## config.mk

```make
export PLATFORM = sky130hd
export DESIGN_NAME = aarc_ctrl
export DESIGN_NICKNAME = d
export VERILOG_FILES = /design/src/aarc_pkg.sv /design/src/aarc_ctrl.sv
export SDC_FILE = /design/constraint.sdc
export NUM_CORES = 1
export LEC_CHECK = 0
export BUFFER_PORTS_ARGS = -buffer_cell sky130_fd_sc_hd__buf_2
export CORE_MARGIN = 1
export CORE_UTILIZATION = 45
export DETAILED_ROUTE_END_ITERATION = 12
export PLACE_DENSITY = 0.64
export SLEW_MARGIN = 20
export SYNTH_ARGS = -nofsm -noshare
export SYNTH_HDL_FRONTEND = slang
export SYNTH_SLANG_ARGS = --single-unit
```

## constraint.sdc

```tcl
create_clock -name CLOCK -period 1.5 [get_ports CLOCK]
set_input_delay 0 -clock CLOCK [delete_from_list [all_inputs] [get_ports CLOCK]]
set_output_delay 0 -clock CLOCK [all_outputs]
set_load 0.05 [all_outputs]
```

## src/aarc_pkg.sv

```systemverilog
// aarc_pkg: constants and types for the converter alarm and reference control block
// assumes an 8-bit register port and a single 200 MHz clock
package aarc_pkg;
    localparam int AW = 4;
    localparam int DW = 8;

    // register offsets
    localparam logic [3:0] A_FIRST_MODE_REG   = 4'h0;
    localparam logic [3:0] A_REFSEL1 = 4'h1;
    localparam logic [3:0] A_REFSEL2 = 4'h2;
    localparam logic [3:0] A_REFCTL  = 4'h3;
    localparam logic [3:0] A_STATUS  = 4'h4;
    localparam logic [3:0] A_IRQSTAT = 4'h5;
    localparam logic [3:0] A_IRQMASK = 4'h6;

    // field positions
    localparam int REV_BIT   = 7;
    localparam int POS_LSB   = 3;
    localparam int NEG_LSB   = 0;
    localparam int INTEN_BIT = 0;
    localparam int DONE_BIT  = 0;
    localparam int DIFF_BIT  = 1;
    localparam int HIGH_BIT  = 2;
    localparam int LOW_BIT   = 3;
    localparam int LREF_BIT  = 4;
    localparam int NALARM    = 4;

    // reset values
    localparam logic [2:0] SEL_INTERNAL = 3'h0;
    localparam logic       INTEN_RST    = 1'b1;
    localparam logic       REV_RST      = 1'b0;
    localparam logic [7:0] MASK_RST     = 8'h00;

    typedef struct packed {
        logic low_reference_alarm;
        logic amp_output_low_alarm;
        logic amp_output_high_alarm;
        logic diff_overrange_alarm;
    } aarc_alarm_s;

    typedef struct packed {
        logic [2:0] ref_pos_select;
        logic [2:0] ref_neg_select;
    } aarc_refsel_s;

    typedef enum logic [1:0] {
        CONV_IDLE = 2'b01,
        CONV_RUN  = 2'b10
    } aarc_conv_e;
endpackage

```

## src/aarc_ctrl.sv

```systemverilog
// aarc_ctrl: per-conversion alarm capture and reference multiplexer control
// assumes comparator levels are asynchronous, conversion strobes come from
// the converter sequencer on CLOCK, and registers sit on a plain strobe port
// Functional notes
// - differential overrange sets its flag only while a conversion runs.
// - the differential flag clears for the next conversion and stays clear if in range.
// - amplifier-high flag sets when either output nears the positive supply.
// - amplifier-low flag sets when either output nears the negative supply.
// - high and low flags report in their own conversion and clear for the next one.
// - low-reference alarm is watched all conversion long and sits at status bit 4.
// - two 3-bit reference select fields, positive and negative.
// - both fields zero routes the internal 2.5 V reference to the primary converter.
// - internal reference is powered while its enable is 1, on after reset.
// - mode bit 7 reverses the primary reference polarity, never the secondary.
// - reset selects the internal reference for both converters, kept separately.
//
// Design decisions made here: the strobed register port and the placing of the registers.
`timescale 1ns/1ps
module aarc_ctrl
    import aarc_pkg::*;
(
    // clock and reset
    input  wire logic                  CLOCK,
    input  wire logic                  RESET,
    input  wire logic                  CE,
    // register port
    input  wire logic [aarc_pkg::AW-1:0] ADDR,
    input  wire logic [aarc_pkg::DW-1:0] WDATA,
    input  wire logic                  WR,
    input  wire logic                  RD,
    output logic [aarc_pkg::DW-1:0]    RDATA,
    // comparator levels, asynchronous
    input  wire logic                  CMP_DIFF_OVR,
    input  wire logic                  CMP_AMP_HIGH,
    input  wire logic                  CMP_AMP_LOW,
    input  wire logic                  CMP_LOW_REF,
    // conversion sequencer
    input  wire logic                  CONV_START,
    input  wire logic                  CONV_DONE,
    // status byte to the data path
    output logic [aarc_pkg::DW-1:0]    STATUS_BYTE,
    output logic                       STATUS_VALID,
    // reference control
    output aarc_pkg::aarc_refsel_s     PRI_REF_SEL,
    output aarc_pkg::aarc_refsel_s     SEC_REF_SEL,
    output logic                       PRI_USE_INT_REF,
    output logic                       SEC_USE_INT_REF,
    output logic                       INT_REF_ENABLE,
    output logic                       PRI_REF_REVERSE,
    // interrupt
    output logic                       IRQ
);
    import aarc_pkg::*;

    // comparator synchronisers and accumulators
    logic [NALARM-1:0] cmp_in;
    logic [NALARM-1:0] sync1_q;
    logic [NALARM-1:0] sync2_q;
    logic [NALARM-1:0] acc_q;
    logic [NALARM-1:0] acc_final;

    aarc_conv_e        state_q;
    aarc_conv_e        state_d;
    aarc_alarm_s       alarms_q;

    aarc_refsel_s      pri_sel_q;
    aarc_refsel_s      sec_sel_q;
    logic              rev_q;
    logic              inten_q;
    logic [DW-1:0]     irq_stat_q;
    logic [DW-1:0]     irq_mask_q;
    logic [DW-1:0]     irq_stat_d;

    logic [DW-1:0]     status_byte_q;
    logic              status_valid_q;
    logic [DW-1:0]     rdata_q;
    logic              irq_q;
    logic              pri_int_q;
    logic              sec_int_q;

    // decode
    wire running    = (state_q == CONV_RUN);
    wire wr_mode    = WR && (ADDR == A_FIRST_MODE_REG);
    wire wr_refsel1 = WR && (ADDR == A_REFSEL1);
    wire wr_refsel2 = WR && (ADDR == A_REFSEL2);
    wire wr_refctl  = WR && (ADDR == A_REFCTL);
    wire wr_irqstat = WR && (ADDR == A_IRQSTAT);
    wire wr_irqmask = WR && (ADDR == A_IRQMASK);
    wire conv_end   = CONV_DONE && running;

    assign cmp_in = {CMP_LOW_REF, CMP_AMP_LOW, CMP_AMP_HIGH, CMP_DIFF_OVR};

    // the level seen in the final cycle still counts toward this conversion
    assign acc_final = acc_q | (sync2_q & {NALARM{running}});

    wire [DW-1:0] status_next = {3'h0, acc_final, 1'b0};

    // events: conversion done plus each alarm as captured
    wire [DW-1:0] irq_events = conv_end ? (status_next | 8'h01) : 8'h00;

    // set wins over a same-cycle write-one-to-clear
    assign irq_stat_d = (wr_irqstat ? (irq_stat_q & ~WDATA) : irq_stat_q) | irq_events;

    // a start while running restarts the conversion
    always_comb begin
        state_d = state_q;
        case (state_q)
            CONV_IDLE: if (CONV_START) state_d = CONV_RUN;
            CONV_RUN:  if (CONV_DONE && !CONV_START) state_d = CONV_IDLE;
            default:   state_d = CONV_IDLE;
        endcase
    end

    wire [DW-1:0] rd_mux =
        (ADDR == A_FIRST_MODE_REG)   ? {rev_q, 7'h00} :
        (ADDR == A_REFSEL1) ? {2'h0, pri_sel_q} :
        (ADDR == A_REFSEL2) ? {2'h0, sec_sel_q} :
        (ADDR == A_REFCTL)  ? {7'h00, inten_q} :
        (ADDR == A_STATUS)  ? status_byte_q :
        (ADDR == A_IRQSTAT) ? irq_stat_q :
        (ADDR == A_IRQMASK) ? irq_mask_q : 8'h00;

    // per-alarm synchroniser and sticky accumulator
    genvar gi;
    generate
        for (gi = 0; gi < NALARM; gi++) begin : g_alarm
            always_ff @(posedge CLOCK) begin
                if (RESET) begin
                    sync1_q[gi] <= 1'b0;
                    sync2_q[gi] <= 1'b0;
                    acc_q[gi]   <= 1'b0;
                end else if (CE) begin
                    sync1_q[gi] <= cmp_in[gi];
                    sync2_q[gi] <= sync1_q[gi];
                    if (CONV_START || conv_end) begin
                        acc_q[gi] <= 1'b0;
                    end else if (running && sync2_q[gi]) begin
                        acc_q[gi] <= 1'b1;
                    end
                end
            end
        end
    endgenerate

    // conversion state and status byte
    always_ff @(posedge CLOCK) begin
        if (RESET) begin
            state_q        <= CONV_IDLE;
            status_byte_q  <= 8'h00;
            status_valid_q <= 1'b0;
            alarms_q       <= '0;
        end else if (CE) begin
            state_q        <= state_d;
            status_valid_q <= conv_end;
            if (conv_end) begin
                status_byte_q <= status_next;
                alarms_q      <= acc_final;
            end
        end
    end

    // reference controls
    always_ff @(posedge CLOCK) begin
        if (RESET) begin
            pri_sel_q <= {SEL_INTERNAL, SEL_INTERNAL};
            sec_sel_q <= {SEL_INTERNAL, SEL_INTERNAL};
            inten_q   <= INTEN_RST;
            rev_q     <= REV_RST;
        end else if (CE) begin
            if (wr_refsel1) pri_sel_q <= WDATA[5:0];
            if (wr_refsel2) sec_sel_q <= WDATA[5:0];
            if (wr_refctl)  inten_q   <= WDATA[INTEN_BIT];
            if (wr_mode)    rev_q     <= WDATA[REV_BIT];
        end
    end

    // registered reference outputs
    // reversal is not blocked for internal or supply selects: the host owns that
    always_ff @(posedge CLOCK) begin
        if (RESET) begin
            pri_int_q <= 1'b1;
            sec_int_q <= 1'b1;
        end else if (CE) begin
            pri_int_q <= (pri_sel_q == '0);
            sec_int_q <= (sec_sel_q == '0);
        end
    end

    // interrupt and read port
    always_ff @(posedge CLOCK) begin
        if (RESET) begin
            irq_stat_q <= 8'h00;
            irq_mask_q <= MASK_RST;
            irq_q      <= 1'b0;
            rdata_q    <= 8'h00;
        end else if (CE) begin
            irq_stat_q <= irq_stat_d;
            if (wr_irqmask) irq_mask_q <= WDATA;
            irq_q      <= |(irq_stat_q & irq_mask_q);
            rdata_q    <= RD ? rd_mux : 8'h00;
        end
    end

    assign RDATA           = rdata_q;
    assign STATUS_BYTE     = status_byte_q;
    assign STATUS_VALID    = status_valid_q;
    assign PRI_REF_SEL     = pri_sel_q;
    assign SEC_REF_SEL     = sec_sel_q;
    assign PRI_USE_INT_REF = pri_int_q;
    assign SEC_USE_INT_REF = sec_int_q;
    assign INT_REF_ENABLE  = inten_q;
    assign PRI_REF_REVERSE = rev_q;
    assign IRQ             = irq_q;
endmodule

```

======== Word-level counts from Yosys, hierarchy flattened ========
Cells that the tools add are included.
storage, ports and cells
  register bits after elaboration ......... 60
  bits in latches ......................... 0
  memory bits (writable) .................. 0
  bits in read-only memories .............. 0
  input port bits ......................... 23
  output and inout bits ................... 34
  word-level logic and storage cells ...... 97
  memories kept ........................... 0
cells by class
  $add $sub $neg .......................... 0
  $mul .................................... 0
  divide/modulo/power cells ............... 0
  $lt $le $gt $ge ......................... 0
  equal/unequal tests ..................... 10
  shifts and indexed selects .............. 0
  mux-type cells .......................... 21
  bitwise logic cells ..................... 6
  reduce and logical (&&, ||, !) cells .... 33
operator list
  kind                  count
  $mux W8               9
  $reduce_and A2 Y1     10
  $and A8 B8 Y8         2
  $eq A4 B3 Y1 const B  3
  $logic_and A1 B1 Y1   12
  $logic_not A6 Y1      2
  $eq A4 B2 Y1 const B  2
  $mux W1               8
  $not A8 Y8            1
  $or A8 B5 Y8          1
  $reduce_bool A2 Y1    4
  $reduce_or A8 Y1      1
  $mux W5               1
  $and A4 B4 Y4         1
  $eq A4 B1 Y1 const B  1
  $logic_not A4 Y1      1
  $mux W2               2
  $or A4 B4 Y4          1
  $pmux W2 S2           1
  $reduce_and A3 Y1     1
  $eq A2 B1 Y1 const B  1
  $eq A2 B2 Y1 const B  1
  $ne A2 B1 Y1 const B  1
  $ne A2 B2 Y1 const B  1
  other kinds (2)       2

======== Depth between registers and ports, before layout ========
Gate-level depths: netlist (run 1).
  depth after elaboration ................. 9
  depth in mapped cells ................... 6
  gate-level depth less buffers ........... 4

======== Worst setup path before layout (run 1) ========
OpenSTA, ideal clock, no wires.
  path type ............................... reg-to-reg
  from .................................... register sec_sel_q (netlist bit SEC_REF_SEL[5])
  to ...................................... register rdata_q[5], in the netlist RDATA[5]
  data arrival time ....................... 1.398 ns
  setup slack ............................. 0.031 ns
  stages on the path, launching flop included .. 5
  buffers on the path ..................... 0
  cell sequence ........................... dfxtp_1 -> mux2_2 -> nand2_1 -> a2111o_1 -> a21oi_1
between the ends
  longest elaborated chain between the ends .. 4
RTL lines
  item                    line              RTL
  start, declared         aarc_ctrl.sv:67   aarc_refsel_s sec_sel_q;
  start signal, assigned  aarc_ctrl.sv:166  sec_sel_q <= {SEL_INTERNAL, SEL_INTERNAL};
  start signal, assigned  aarc_ctrl.sv:171  if (wr_refsel2) sec_sel_q <= WDATA[5:0];
  $mux W8                 aarc_ctrl.sv:117  (ADDR == A_REFSEL2) ? {2'h0, sec_sel_q} :
  $mux W8                 aarc_ctrl.sv:116  (ADDR == A_REFSEL1) ? {2'h0, pri_sel_q} :
  $mux W8                 aarc_ctrl.sv:115  (ADDR == A_FIRST_MODE_REG) ? {rev_q, 7'h00} :
  $mux W8                 aarc_ctrl.sv:200  rdata_q <= RD ? rd_mux : 8'h00;
  end signal, assigned    aarc_ctrl.sv:200
  end, declared           aarc_ctrl.sv:76   logic [DW-1:0] rdata_q;
No other way between the ends.
A chain may end at the register's enable or synchronous reset.

======== Worst setup path in the final report (run 1) ========
  from .................................... register state_q[0]
  to ...................................... register irq_stat_q[4]
between the ends
  longest elaborated chain between the ends .. 5
  elaborated cells on any way between the ends .. 6
RTL lines
  item                    line              RTL
  start, declared         aarc_ctrl.sv:62   aarc_conv_e state_q;
  start signal, assigned  aarc_ctrl.sv:153  state_q <= state_d;
  $eq A2 B2 Y1 (*)        aarc_ctrl.sv:82   wire running = (state_q == CONV_RUN);
  $and A4 B4 Y4           aarc_ctrl.sv:94   assign acc_final = acc_q | (sync2_q & {NALARM{running}});
  $or A4 B4 Y4            aarc_ctrl.sv:94
  $mux W5 (*)             aarc_ctrl.sv:99   wire [DW-1:0] irq_events = conv_end ? (status_next | 8'h01) : 8'h00;
  $or A8 B5 Y8 (*)        aarc_ctrl.sv:102  assign irq_stat_d = (wr_irqstat ? (irq_stat_q & ~WDATA) : irq_stat_q) | irq_events;
  end signal, assigned    aarc_ctrl.sv:197  irq_stat_q <= irq_stat_d;
  end, declared           aarc_ctrl.sv:70   logic [DW-1:0] irq_stat_q;
Every way passes the cells marked *; elsewhere a longest branch is shown, timed or not.

==> qor_table.md, run 1 <==
| Item | Value |
|---|---|
| Outcome | finished, final reports clean |
| Diode insertion count for antenna repair | 0 |
| Peak supply drop | 0.713 mV |
| CP Launch Type | flop |
| Worst slack after detailed placement | 0.0543 ns |
| Pwr per Cell Area | 1100 nW/um^2 |
| Die width | 78.4 um |
| Number of enable flip-flop cells after synthesis | 0 |
| Number of nets in the final layout | 382 |
| Synth Cell Area | 2630 um^2 |
| Placed Instance Area | 2990 um^2 |
| Inserted Clock Buffers | 9 |
| Maximum fanout along the worst path | 6 |
| Summed negative setup slack over all endpoints | 0 ns |
| Mean number of vias per cell | 5.49 |
| Commonest cells in the synthesized netlist | dfxtp_1 (60), nor2_1 (41), mux2i_1 (34) |
| Reg-to-Reg End | irq_stat_q[4]$_SDFFE_PP0P_ |
| Maxcap violations | 0 |
| Row cnt | 27 |
| Startpoint of the worst register-to-register path | state_q[0]$_SDFFE_PP1P_ |
| Setup repair after global routing missed its margin | false |
| Clock period minus worst slack | 1.30 ns |
| Root buffer cell | clkbuf_8 |
| Slack of the worst reg-to-reg path | 0.20 ns |
| Data arrival at the endpoint of the critical path | 1.59 ns |
| Clock latency reported for the late side of the worst-skew pair | 0.35 ns |
| Count of different cell masters after synthesis | 48 |
| Weighted congestion reported at the end of routability-driven placement | 0.780 |
| Sequential area share after synthesis | 0.458 |
| Clock tree from TritonCTS | yes |
| Area of the core | 5570 um^2 |
| Total number of vias | 2393 |
| Total wire length | 6870 um |
| Maximum number of pins on one net before global-route repair | 25 |
| Crit Path Category | flop to flop |
| Hold Vio Cnt, Final | 0 |
| FMAX | 0.768 GHz |
| Clock edge transition at the registers on the reported setup and hold paths | 0.07 ns |
| Type of destination of the critical path | flop |
| Share of async-settable or async-resettable flops after synthesis | 0 |
| Cell with the most instances after synthesis | dfxtp_1 |
| Tcrit/Tclk final | 0.868 |
| Number of buffers inserted by port buffering | 52 |
| Endpoint of the most critical setup path | irq_stat_q[4]$_SDFFE_PP0P_ |
| Data required time at the worst endpoint | 1.79 ns |
| Slew at the pin closest to its max-slew limit | 0.579 ns |
| Number of nets still failing antenna checks after routing | 0 |
| Die height | 78.4 um |
| Setup Buffers After CTS | 0 |
| Overall power after layout | 3.72 mW |
| H-tree depth | 3 |
| Area leader, netlist | dfxtp_1 |
| Register bit count reported by yosys | 60 |
| Total global routing track utilization | 0.243 |
| DIE AREA | 6140 um^2 |
| HPWL after detailed placement | 4950 um |
| Remaining global-route overflow | 0 |
| IO Pins | 57 |
| Number of buffers between clock root and the deepest sink | 2 |
| DRC violation count after routing | 0 |
| Number of DRC violations after detailed-routing iteration 0 | 172 |
| Filler instances | 515 |
| Vias in the first global route | 2240 |
| Final number of setup-violating endpoints | 0 |
| Total of warnings raised by yosys | 0 |
| Critical path launch point | state_q[0]$_SDFFE_PP1P_ |
| Slew HR | 0.613 |
| Initial cell density of the core | 0.471 |
| Share of final-layout standard cells stronger than drive strength 1 | 0.245 |
| Number of instances in the synthesized netlist | 284 |
| Initial antenna violation count | 0 |
| Area share of the largest cell type after synthesis | 0.458 |
| Setup WS post-layout | 0.198 ns |
| Wire length of the first global-routing pass | 11200 um |
| Number of iterations in the first detailed-routing pass | 4 |
| Worst clock skew | 0.00505 ns |
| Cell count of the worst reg-to-reg path | 4 |
| Mean area per synthesized cell | 9.24 um^2 |
| Top_reg_cell synth | dfxtp_1 |
| Total leakage power | 1.47 nW |
| Total number of clock tree sinks | 60 |
| Biggest area contributors in the synthesized netlist | dfxtp_1 (46%), mux2i_1 (13%), nor2_1 (5.9%), a21oi_1 (5.0%), nand2_1 (3.1%) |
| Path category of the worst min-delay check | input port to flop |
| Final instance area | 3380 um^2 |
| Final slew viol count | 0 |
| Wire per inst | 15.8 um |
| Synth-to-Final Area Change | 28.7% |
## flip-flops by register name, summed over array words and instances (netlist names)
register / flops
INT_REF_ENABLE: 1
IRQ: 1
PRI_REF_REVERSE: 1
PRI_REF_SEL: 6
PRI_USE_INT_REF: 1
RDATA: 8
SEC_REF_SEL: 6
SEC_USE_INT_REF: 1
STATUS_BYTE: 4
STATUS_VALID: 1
acc_q: 4
irq_mask_q: 8
irq_stat_q: 8
state_q: 2
sync1_q: 4
sync2_q: 4
## timing repair
| action | CTS | global route |
|---|---|---|
| hold buffers | 15 | 0 |
| hold endpoints to repair | 33 | 0 |
| resized for setup | 0 | 1 |
| endpoints found under the setup margin | 0 | 3 |
## final cells by class
type | count | area, um^2 | area share
clock inverter | 7 | 115 | 0.0341
inverter | 4 | 17.5 | 0.00518
clock buffer | 9 | 124 | 0.0367
tap | 72 | 90.1 | 0.0267
sequential | 60 | 1200 | 0.355
timing repair buffer | 81 | 515 | 0.153
multi-input combinational | 203 | 1320 | 0.389
## through the flow
| step | utilization | hold slack [ns] | std cells |
|---|---|---|---|
| after global routing | 0.606 | 0.0279 | 436 |
| after CTS | 0.605 | 0.0201 | 436 |
| after global placement | 0.536 | 0.199 | 405 |
| after detailed placement | 0.536 | 0.199 | 405 |
| final | 0.606 | 0.0160 | 436 |
| after floorplan | - | 0.0870 | 287 |
## how the worst min path moves through the flow
| stage | startpoint | cells past startpoint | to |
|---|---|---|---|
| after floorplan | WDATA[5] | 1 | irq_stat_q[5]$_SDFFE_PP0P_ |
| after global placement | WDATA[6] | 2 | irq_stat_q[6]$_SDFFE_PP0P_ |
| after detailed placement | WDATA[6] | 2 | irq_stat_q[6]$_SDFFE_PP0P_ |
| after CTS | ADDR[3] | 3 | RDATA[5]$_SDFFE_PP0P_ |
| after global routing | ADDR[3] | 3 | RDATA[5]$_SDFFE_PP0P_ |
| final | CONV_DONE | 3 | irq_stat_q[0]$_SDFFE_PP0P_ |
## layer usage
metal / share of wire / up-vias / wire length [um] / track usage
li1: - / 1170 / - / -
met1: 0.45 / 1128 / 3090 / 0.305
met2: 0.48 / 86 / 3290 / 0.394
met3: 0.061 / 9 / 417 / 0.0698
met4: 0.010 / 0 / 69 / 0.0889
met5: 0 / - / 0 / 0
## critical path, cell delays in order, from the launching register on
cell and delay [ns]:
dfxtp_1 0.35, and3b_1 0.37, nand3_2 0.19, nor2_1 0.22
a31o_1 0.12
## layout by cell type (no fill, tap or decap), drive strengths merged, types with 2 or more instances in the layout
| master | count |
|---|---|
| nor2b | 8 |
| mux2i | 34 |
| nor4 | 2 |
| a22oi | 2 |
| a21oi | 26 |
| o41ai | 2 |
| nor2 | 41 |
| a211o | 2 |
| a32oi | 3 |
| nand3 | 4 |
| dfxtp | 60 |
| a21o | 4 |
| buf | 66 |
| o32ai | 4 |
| or4 | 3 |
| clkbuf | 9 |
| o31ai | 4 |
| a211oi | 5 |
| inv | 3 |
| clkinv | 3 |
| a31o | 4 |
| a22o | 2 |
| conb | 4 |
| nor3 | 5 |
| nand2b | 2 |
| o21ai | 6 |
| bufinv | 3 |
| dlygate4sd3 | 15 |
| clkinvlp | 2 |
| nand2 | 22 |
## kinds of logic after synthesis
family	share of synthesized area
other cells	0.00143
flops	0.458
compound gates	0.178
simple gates	0.182
mux	0.134
buf+inv	0.0472
## report_power, final
part | total (mW) | leakage, nW | switching [mW] | internal, mW
sequential | 1.63 | 0.486 | 0.0172 | 1.62
clock | 1.75 | 0.115 | 0.649 | 1.10
combinational | 0.337 | 0.866 | 0.212 | 0.125
total | 3.72 | 1.47 | 0.879 | 2.84
Power figures use the tool's default switching activity.
==> run 2: changes to the inputs <==
--- a/config.mk
+++ b/config.mk
@@ -9,6 +9,7 @@
 export CORE_MARGIN = 1
 export CORE_UTILIZATION = 45
 export DETAILED_ROUTE_END_ITERATION = 12
+export HOLD_SLACK_MARGIN = 0.03
 export PLACE_DENSITY = 0.64
 export SLEW_MARGIN = 20
 export SYNTH_ARGS = -nofsm -noshare
==> run 2 against run 1 <==
Power about the same. Final area rose by 0.59%. Hold slack improved by 0.0024 ns. Clock skew shrank 0.00061 ns. Sequential share of layout area decreased by 0.21 points. Register-to-register slack barely moved. Highest routed layer unchanged.
==> qor_table.md, run 2 (synthesis gave the netlist of run 1 again) <==
| Item | Value |
|---|---|
| Placed cell count | 405 |
| Total number of clock tree sinks | 60 |
| Total number of vias | 2388 |
| Remaining global-route overflow | 0 |
| Slowest stage cell on the critical path | and3b_1 |
| FMAX | 0.770 GHz |
| Share of final-layout standard cells stronger than drive strength 1 | 0.243 |
| Peak supply drop | 0.713 mV |
| Maximum fanout along the worst path | 6 |
| Clock period minus worst slack | 1.30 ns |
| Slew HR | 0.607 |
| Number of nets still failing antenna checks after routing | 0 |
| Die width | 78.4 um |
| Type of destination of the critical path | flop |
| Wire length of the first global-routing pass | 11300 um |
| Pwr per Cell Area | 1090 nW/um^2 |
| IO Pins | 57 |
| Slew at the pin closest to its max-slew limit | 0.587 ns |
| Crit path buffers/inverters | 0 |
| Initial cell density of the core | 0.471 |
| Final number of setup-violating endpoints | 0 |
| CP Launch Type | flop |
| Wire per inst | 15.7 um |
| Mean number of vias per cell | 5.45 |
| Diode insertion count for antenna repair | 0 |
| Hold Vio Cnt, Final | 0 |
| Maximum number of pins on one net before global-route repair | 25 |
| Outcome | finished, final reports clean |
| Filler instances | 509 |
| Vias in the first global route | 2251 |
| Synth-to-Final Area Change | 29.5% |
| Number of buffers inserted by port buffering | 52 |
| Number of DRC violations after detailed-routing iteration 0 | 162 |
| Area of the core | 5570 um^2 |
| Total leakage power | 1.47 nW |
| Total global routing track utilization | 0.245 |
| Leading cell type in the layout, fill and taps excluded | dfxtp_1 |
| HPWL after detailed placement | 4950 um |
| Data required time at the worst endpoint | 1.79 ns |
| Clock tree from TritonCTS | yes |
| Inserted Clock Buffers | 9 |
| Cell depth of the worst setup path | 4 |
| Row cnt | 27 |
| Tcrit/Tclk final | 0.865 |
| Crit Path Category | flop to flop |
| Leading cell types in the layout, fill and taps excluded | dfxtp_1 (60), buf_2 (52), nor2_1 (41) |
| Worst clock skew | 0.00444 ns |
| Clock edge transition at the registers on the reported setup and hold paths | 0.07 ns |
| Initial antenna violation count | 0 |
| Number of iterations in the first detailed-routing pass | 4 |
| Weighted congestion reported at the end of routability-driven placement | 0.780 |
| Total wire length | 6880 um |
| Final slew viol count | 0 |
| Data arrival at the endpoint of the critical path | 1.59 ns |
| Number of nets in the final layout | 384 |
| Die height | 78.4 um |
| Worst Hold Path Cells | 3 |
| Path category of the worst min-delay check | input port to flop |
| Setup WS post-layout | 0.202 ns |
| Summed negative setup slack over all endpoints | 0 ns |
| Kind of cell with the highest combined delay on the critical path | simple AND/OR/NAND/NOR gates |
| Delay of the slowest critical-path stage | 0.37 ns |
| Setup repair after global routing missed its margin | false |
| CP cell instances | and3b_1, nand3_2, nor2_1, a31o_1 |
| H-tree depth | 3 |
| Number of buffers between clock root and the deepest sink | 2 |
| Clock latency reported for the late side of the worst-skew pair | 0.34 ns |
| Cell count of the worst reg-to-reg path | 4 |
| DIE AREA | 6140 um^2 |
| Maxcap violations | 0 |
| Worst slack after detailed placement | 0.0543 ns |
| Root buffer cell | clkbuf_8 |
| Post-route non-filler standard cell count | 438 |
| DRC violation count after routing | 0 |
[run 2: cell types whose count changed in the layout (fill, tap and decap cells not counted), sizes merged]
cell	before	now
dlygate4sd3	15	17
[run 2: final timing paths]
path	slack (ns)	to	from
setup / recovery	0.20	irq_stat_q[4]$_SDFFE_PP0P_	state_q[0]$_SDFFE_PP1P_
hold / removal	0.02	irq_stat_q[0]$_SDFFE_PP0P_	CONV_DONE
setup reg to reg	0.20	irq_stat_q[4]$_SDFFE_PP0P_	state_q[0]$_SDFFE_PP1P_
hold reg to reg	0.44	STATUS_VALID$_SDFFE_PP0P_	STATUS_VALID$_SDFFE_PP0P_
[run 2: layer usage]
layer | global-route usage | vias up | share of wire
met2 | 0.398 | 79 | 0.48
met3 | 0.0698 | 7 | 0.057
met1 | 0.307 | 1130 | 0.45
li1 | - | 1172 | -
met5 | 0 | - | 0
met4 | 0.0889 | 0 | 0.0092
[run 2: what timing repair did]
item | CTS | global route
hold buffers | 17 | 0
buffers inserted | 0 | 0
gates resized for setup | 0 | 1
setup endpoints to repair | 0 | 3
endpoints found under the hold margin | 39 | 0
[run 2: cell type report]
type	count	area, um^2	share of cell area
clock buffer	9	124	0.0364
clock inverter	7	115	0.0339
inverter	4	17.5	0.00515
multi-input combinational	203	1320	0.387
sequential	60	1200	0.353
tap	72	90.1	0.0265
timing repair buffer	83	536	0.158
[run 2: per-stage QoR]
stage / total power [mW] / cell area [um^2] / util / hold slack (ns)
floorplan: 1.87 / 2640 / - / 0.0870
global placement: 1.97 / 2990 / 0.536 / 0.199
detailed placement: 1.97 / 2990 / 0.536 / 0.199
CTS: 3.76 / 3390 / 0.609 / 0.0415
global route: 3.87 / 3400 / 0.610 / 0.0338
finish: 3.72 / 3400 / 0.610 / 0.0183
[run 2: worst reg2reg max path, cell delays in order (launching register included)]
cell and delay (ns):
dfxtp_1 0.35, and3b_1 0.37, nand3_2 0.19, nor2_1 0.22, a31o_1 0.12
[run 2: report_power, final]
group          internal [mW]  switching [mW]
combinational          0.127           0.213
sequential              1.62          0.0171
clock                   1.10           0.650
total                   2.84           0.880
==> run 3: changes to the inputs <==
--- a/config.mk
+++ b/config.mk
@@ -6,12 +6,12 @@
 export NUM_CORES = 1
 export LEC_CHECK = 0
 export BUFFER_PORTS_ARGS = -buffer_cell sky130_fd_sc_hd__buf_2
+export CORE_ASPECT_RATIO = 2
 export CORE_MARGIN = 1
 export CORE_UTILIZATION = 45
 export DETAILED_ROUTE_END_ITERATION = 12
 export HOLD_SLACK_MARGIN = 0.03
 export PLACE_DENSITY = 0.64
-export SLEW_MARGIN = 20
 export SYNTH_ARGS = -nofsm -noshare
 export SYNTH_HDL_FRONTEND = slang
 export SYNTH_SLANG_ARGS = --single-unit
==> run 3 against run 2 <==
Power increased by 11%. Sequential power about the same. Combinational power decreased by 2%. Clock skew barely moved. Setup slack lost 0.0066 ns. Clock-buffer cell count grew 4. Die area up 0.30%. Global-route usage is 0.061 points higher. Fmax decreased by 0.50%. Via count is 0.34% higher. Largest power group unchanged.
==> qor_table.md, run 3 (synthesis gave the netlist of run 1 again) <==
| Item | Value |
|---|---|
| H-tree depth | 3 |
| Vias in the first global route | 2330 |
| Clock latency reported for the late side of the worst-skew pair | 0.33 ns |
| Total global routing track utilization | 0.245 |
| Tcrit/Tclk final | 0.870 |
| Synth-to-Final Area Change | 31.4% |
| Data arrival at the endpoint of the critical path | 1.58 ns |
| Slew HR | 0.610 |
| Setup repair after global routing missed its margin | false |
| Share of final-layout standard cells stronger than drive strength 1 | 0.247 |
| Startpoint of the worst register-to-register path | state_q[1]$_SDFFE_PP0P_ |
| Remaining global-route overflow | 0 |
| Area of the core | 5660 um^2 |
| Slack of the worst reg-to-reg path | 0.20 ns |
| Die width | 56.0 um |
| Die height | 110 um |
| DIE AREA | 6160 um^2 |
| Wire length of the first global-routing pass | 11300 um |
| Clock tree from TritonCTS | yes |
| Leading cell types in the layout, fill and taps excluded | dfxtp_1 (60), buf_2 (52), nor2_1 (41) |
| Weighted congestion reported at the end of routability-driven placement | 0.807 |
| Slew at the pin closest to its max-slew limit | 0.583 ns |
| FMAX | 0.767 GHz |
| DRC violation count after routing | 0 |
| Total leakage power | 1.52 nW |
| Worst clock skew | 0.00425 ns |
| Final instance area | 3450 um^2 |
| Total number of clock tree sinks | 60 |
| Initial antenna violation count | 0 |
| Clock edge transition at the registers on the reported setup and hold paths | 0.05 ns |
| Setup Buffers After CTS | 0 |
| Final slew viol count | 0 |
| Maxcap violations | 0 |
| Placed Instance Area | 2990 um^2 |
| Mean number of vias per cell | 5.62 |
| Total number of vias | 2396 |
| Final number of setup-violating endpoints | 0 |
| Wire per inst | 16.6 um |
| Number of DRC violations after detailed-routing iteration 0 | 65 |
| Row cnt | 39 |
| Worst Hold Path Cells | 3 |
| CP cell instances | and3b_1, nand3_1, nor2_1, a31o_1 |
| Clock period minus worst slack | 1.30 ns |
| Root buffer cell | clkbuf_16 |
| Number of nets still failing antenna checks after routing | 0 |
| Post-route non-filler standard cell count | 426 |
| Number of iterations in the first detailed-routing pass | 5 |
| Delay of the slowest critical-path stage | 0.38 ns |
| Diode insertion count for antenna repair | 0 |
| Summed negative setup slack over all endpoints | 0 ns |
| Reg-to-Reg End | irq_stat_q[1]$_SDFFE_PP0P_ |
| Inserted Clock Buffers | 9 |
| Peak supply drop | 1.26 mV |
| Cell count of the worst reg-to-reg path | 4 |
| Number of nets in the final layout | 383 |
| CP Launch Type | flop |
| End point of the worst hold path | RDATA[7]$_SDFFE_PP0P_ |
| Total wire length | 7080 um |
| Path category of the worst min-delay check | input port to flop |
| Slowest stage cell on the critical path | dfxtp_1 |
| Leading cell type in the layout, fill and taps excluded | dfxtp_1 |
| Pwr per Cell Area | 1200 nW/um^2 |
| Crit Path Category | flop to flop |
| Outcome | finished, final reports clean |
| Type of destination of the critical path | flop |
| Number of buffers between clock root and the deepest sink | 2 |
| Worst Hold Launch | RD |
| IO Pins | 57 |
| Worst hold-check slack | 0.0536 ns |
| Critical path launch point | state_q[1]$_SDFFE_PP0P_ |
| Maximum fanout along the worst path | 6 |
| Placed cell count | 396 |
| Maximum number of pins on one net before global-route repair | 31 |
| HPWL after detailed placement | 5140 um |
| Data required time at the worst endpoint | 1.78 ns |
| Number of buffers inserted by port buffering | 52 |
| Hold Vio Cnt, Final | 0 |
| Initial cell density of the core | 0.464 |
-- run 3: changes by cell type in the layout (fill, tap and decap cells not counted), moves of 2 or more --
cell           previous run  this run
buf_4                    14        16
bufinv_16                 3         1
clkbuf_16                 0         9
clkbuf_8                  9         4
dlygate4sd3_1            17        14
-- run 3: layout make-up --
type / count / area (um^2)
Clock buffer: 13 / 280
Clock inverter: 3 / 42.5
Fill cell: 488 / 2210
Inverter: 4 / 17.5
Multi-Input combinational cell: 203 / 1310
Sequential cell: 60 / 1200
Tap cell: 61 / 76.3
Timing Repair Buffer: 82 / 520
-- run 3: repair_timing --
item	4_1_cts	5_1_grt
hold endpoints to repair	36	0
gates resized for setup	0	0
hold buffers	14	0
-- run 3: how the worst max path moves through the flow --
| stage | cells past startpoint | slack [ns] | to |
|---|---|---|---|
| 6_report | 4 | 0.20 | irq_stat_q[1]$_SDFFE_PP0P_ |
| 5_1_grt | 4 | 0.06 | irq_stat_q[1]$_SDFFE_PP0P_ |
| 4_1_cts | 4 | 0.17 | irq_stat_q[1]$_SDFFE_PP0P_ |
| 3_5_place_dp | 5 | 0.1 | SEC_REF_SEL[0]$_SDFFE_PP0P_ |
| 3_3_place_gp | 5 | 0.11 | SEC_REF_SEL[4]$_SDFFE_PP0P_ |
| 2_1_floorplan | 4 | 0.03 | RDATA[5]$_SDFFE_PP0P_ |
-- run 3: per-stage QoR --
step / total power, mW / setup slack, ns / util
final: 4.14 / 0.195 / 0.609
after floorplan: 1.87 / 0.0313 / -
after global placement: 1.97 / 0.112 / 0.528
after detailed placement: 1.97 / 0.0969 / 0.528
after global routing: 4.26 / 0.0559 / 0.609
after CTS: 4.18 / 0.166 / 0.609
-- run 3: worst max-delay path, delay by kind of cell (launching register included) --
kind	cells	cell delay, ns
AO/OA/AOI/OAI	1	0.12
flip-flops	1	0.38
AND/OR/NAND/NOR	3	0.76
-- run 3: power breakdown --
part | switching (mW) | internal (mW)
clock network | 0.707 | 1.46
logic | 0.210 | 0.122
registers | 0.0167 | 1.62
total | 0.934 | 3.20
-- run 3: routing by layer --
layer	vias to the layer above	GRT usage	part of all wire
li1	1180	-	-
met1	1114	0.255	0.38
met2	86	0.446	0.54
met3	16	0.0618	0.047
met4	0	0.132	0.029
met5	-	0	0
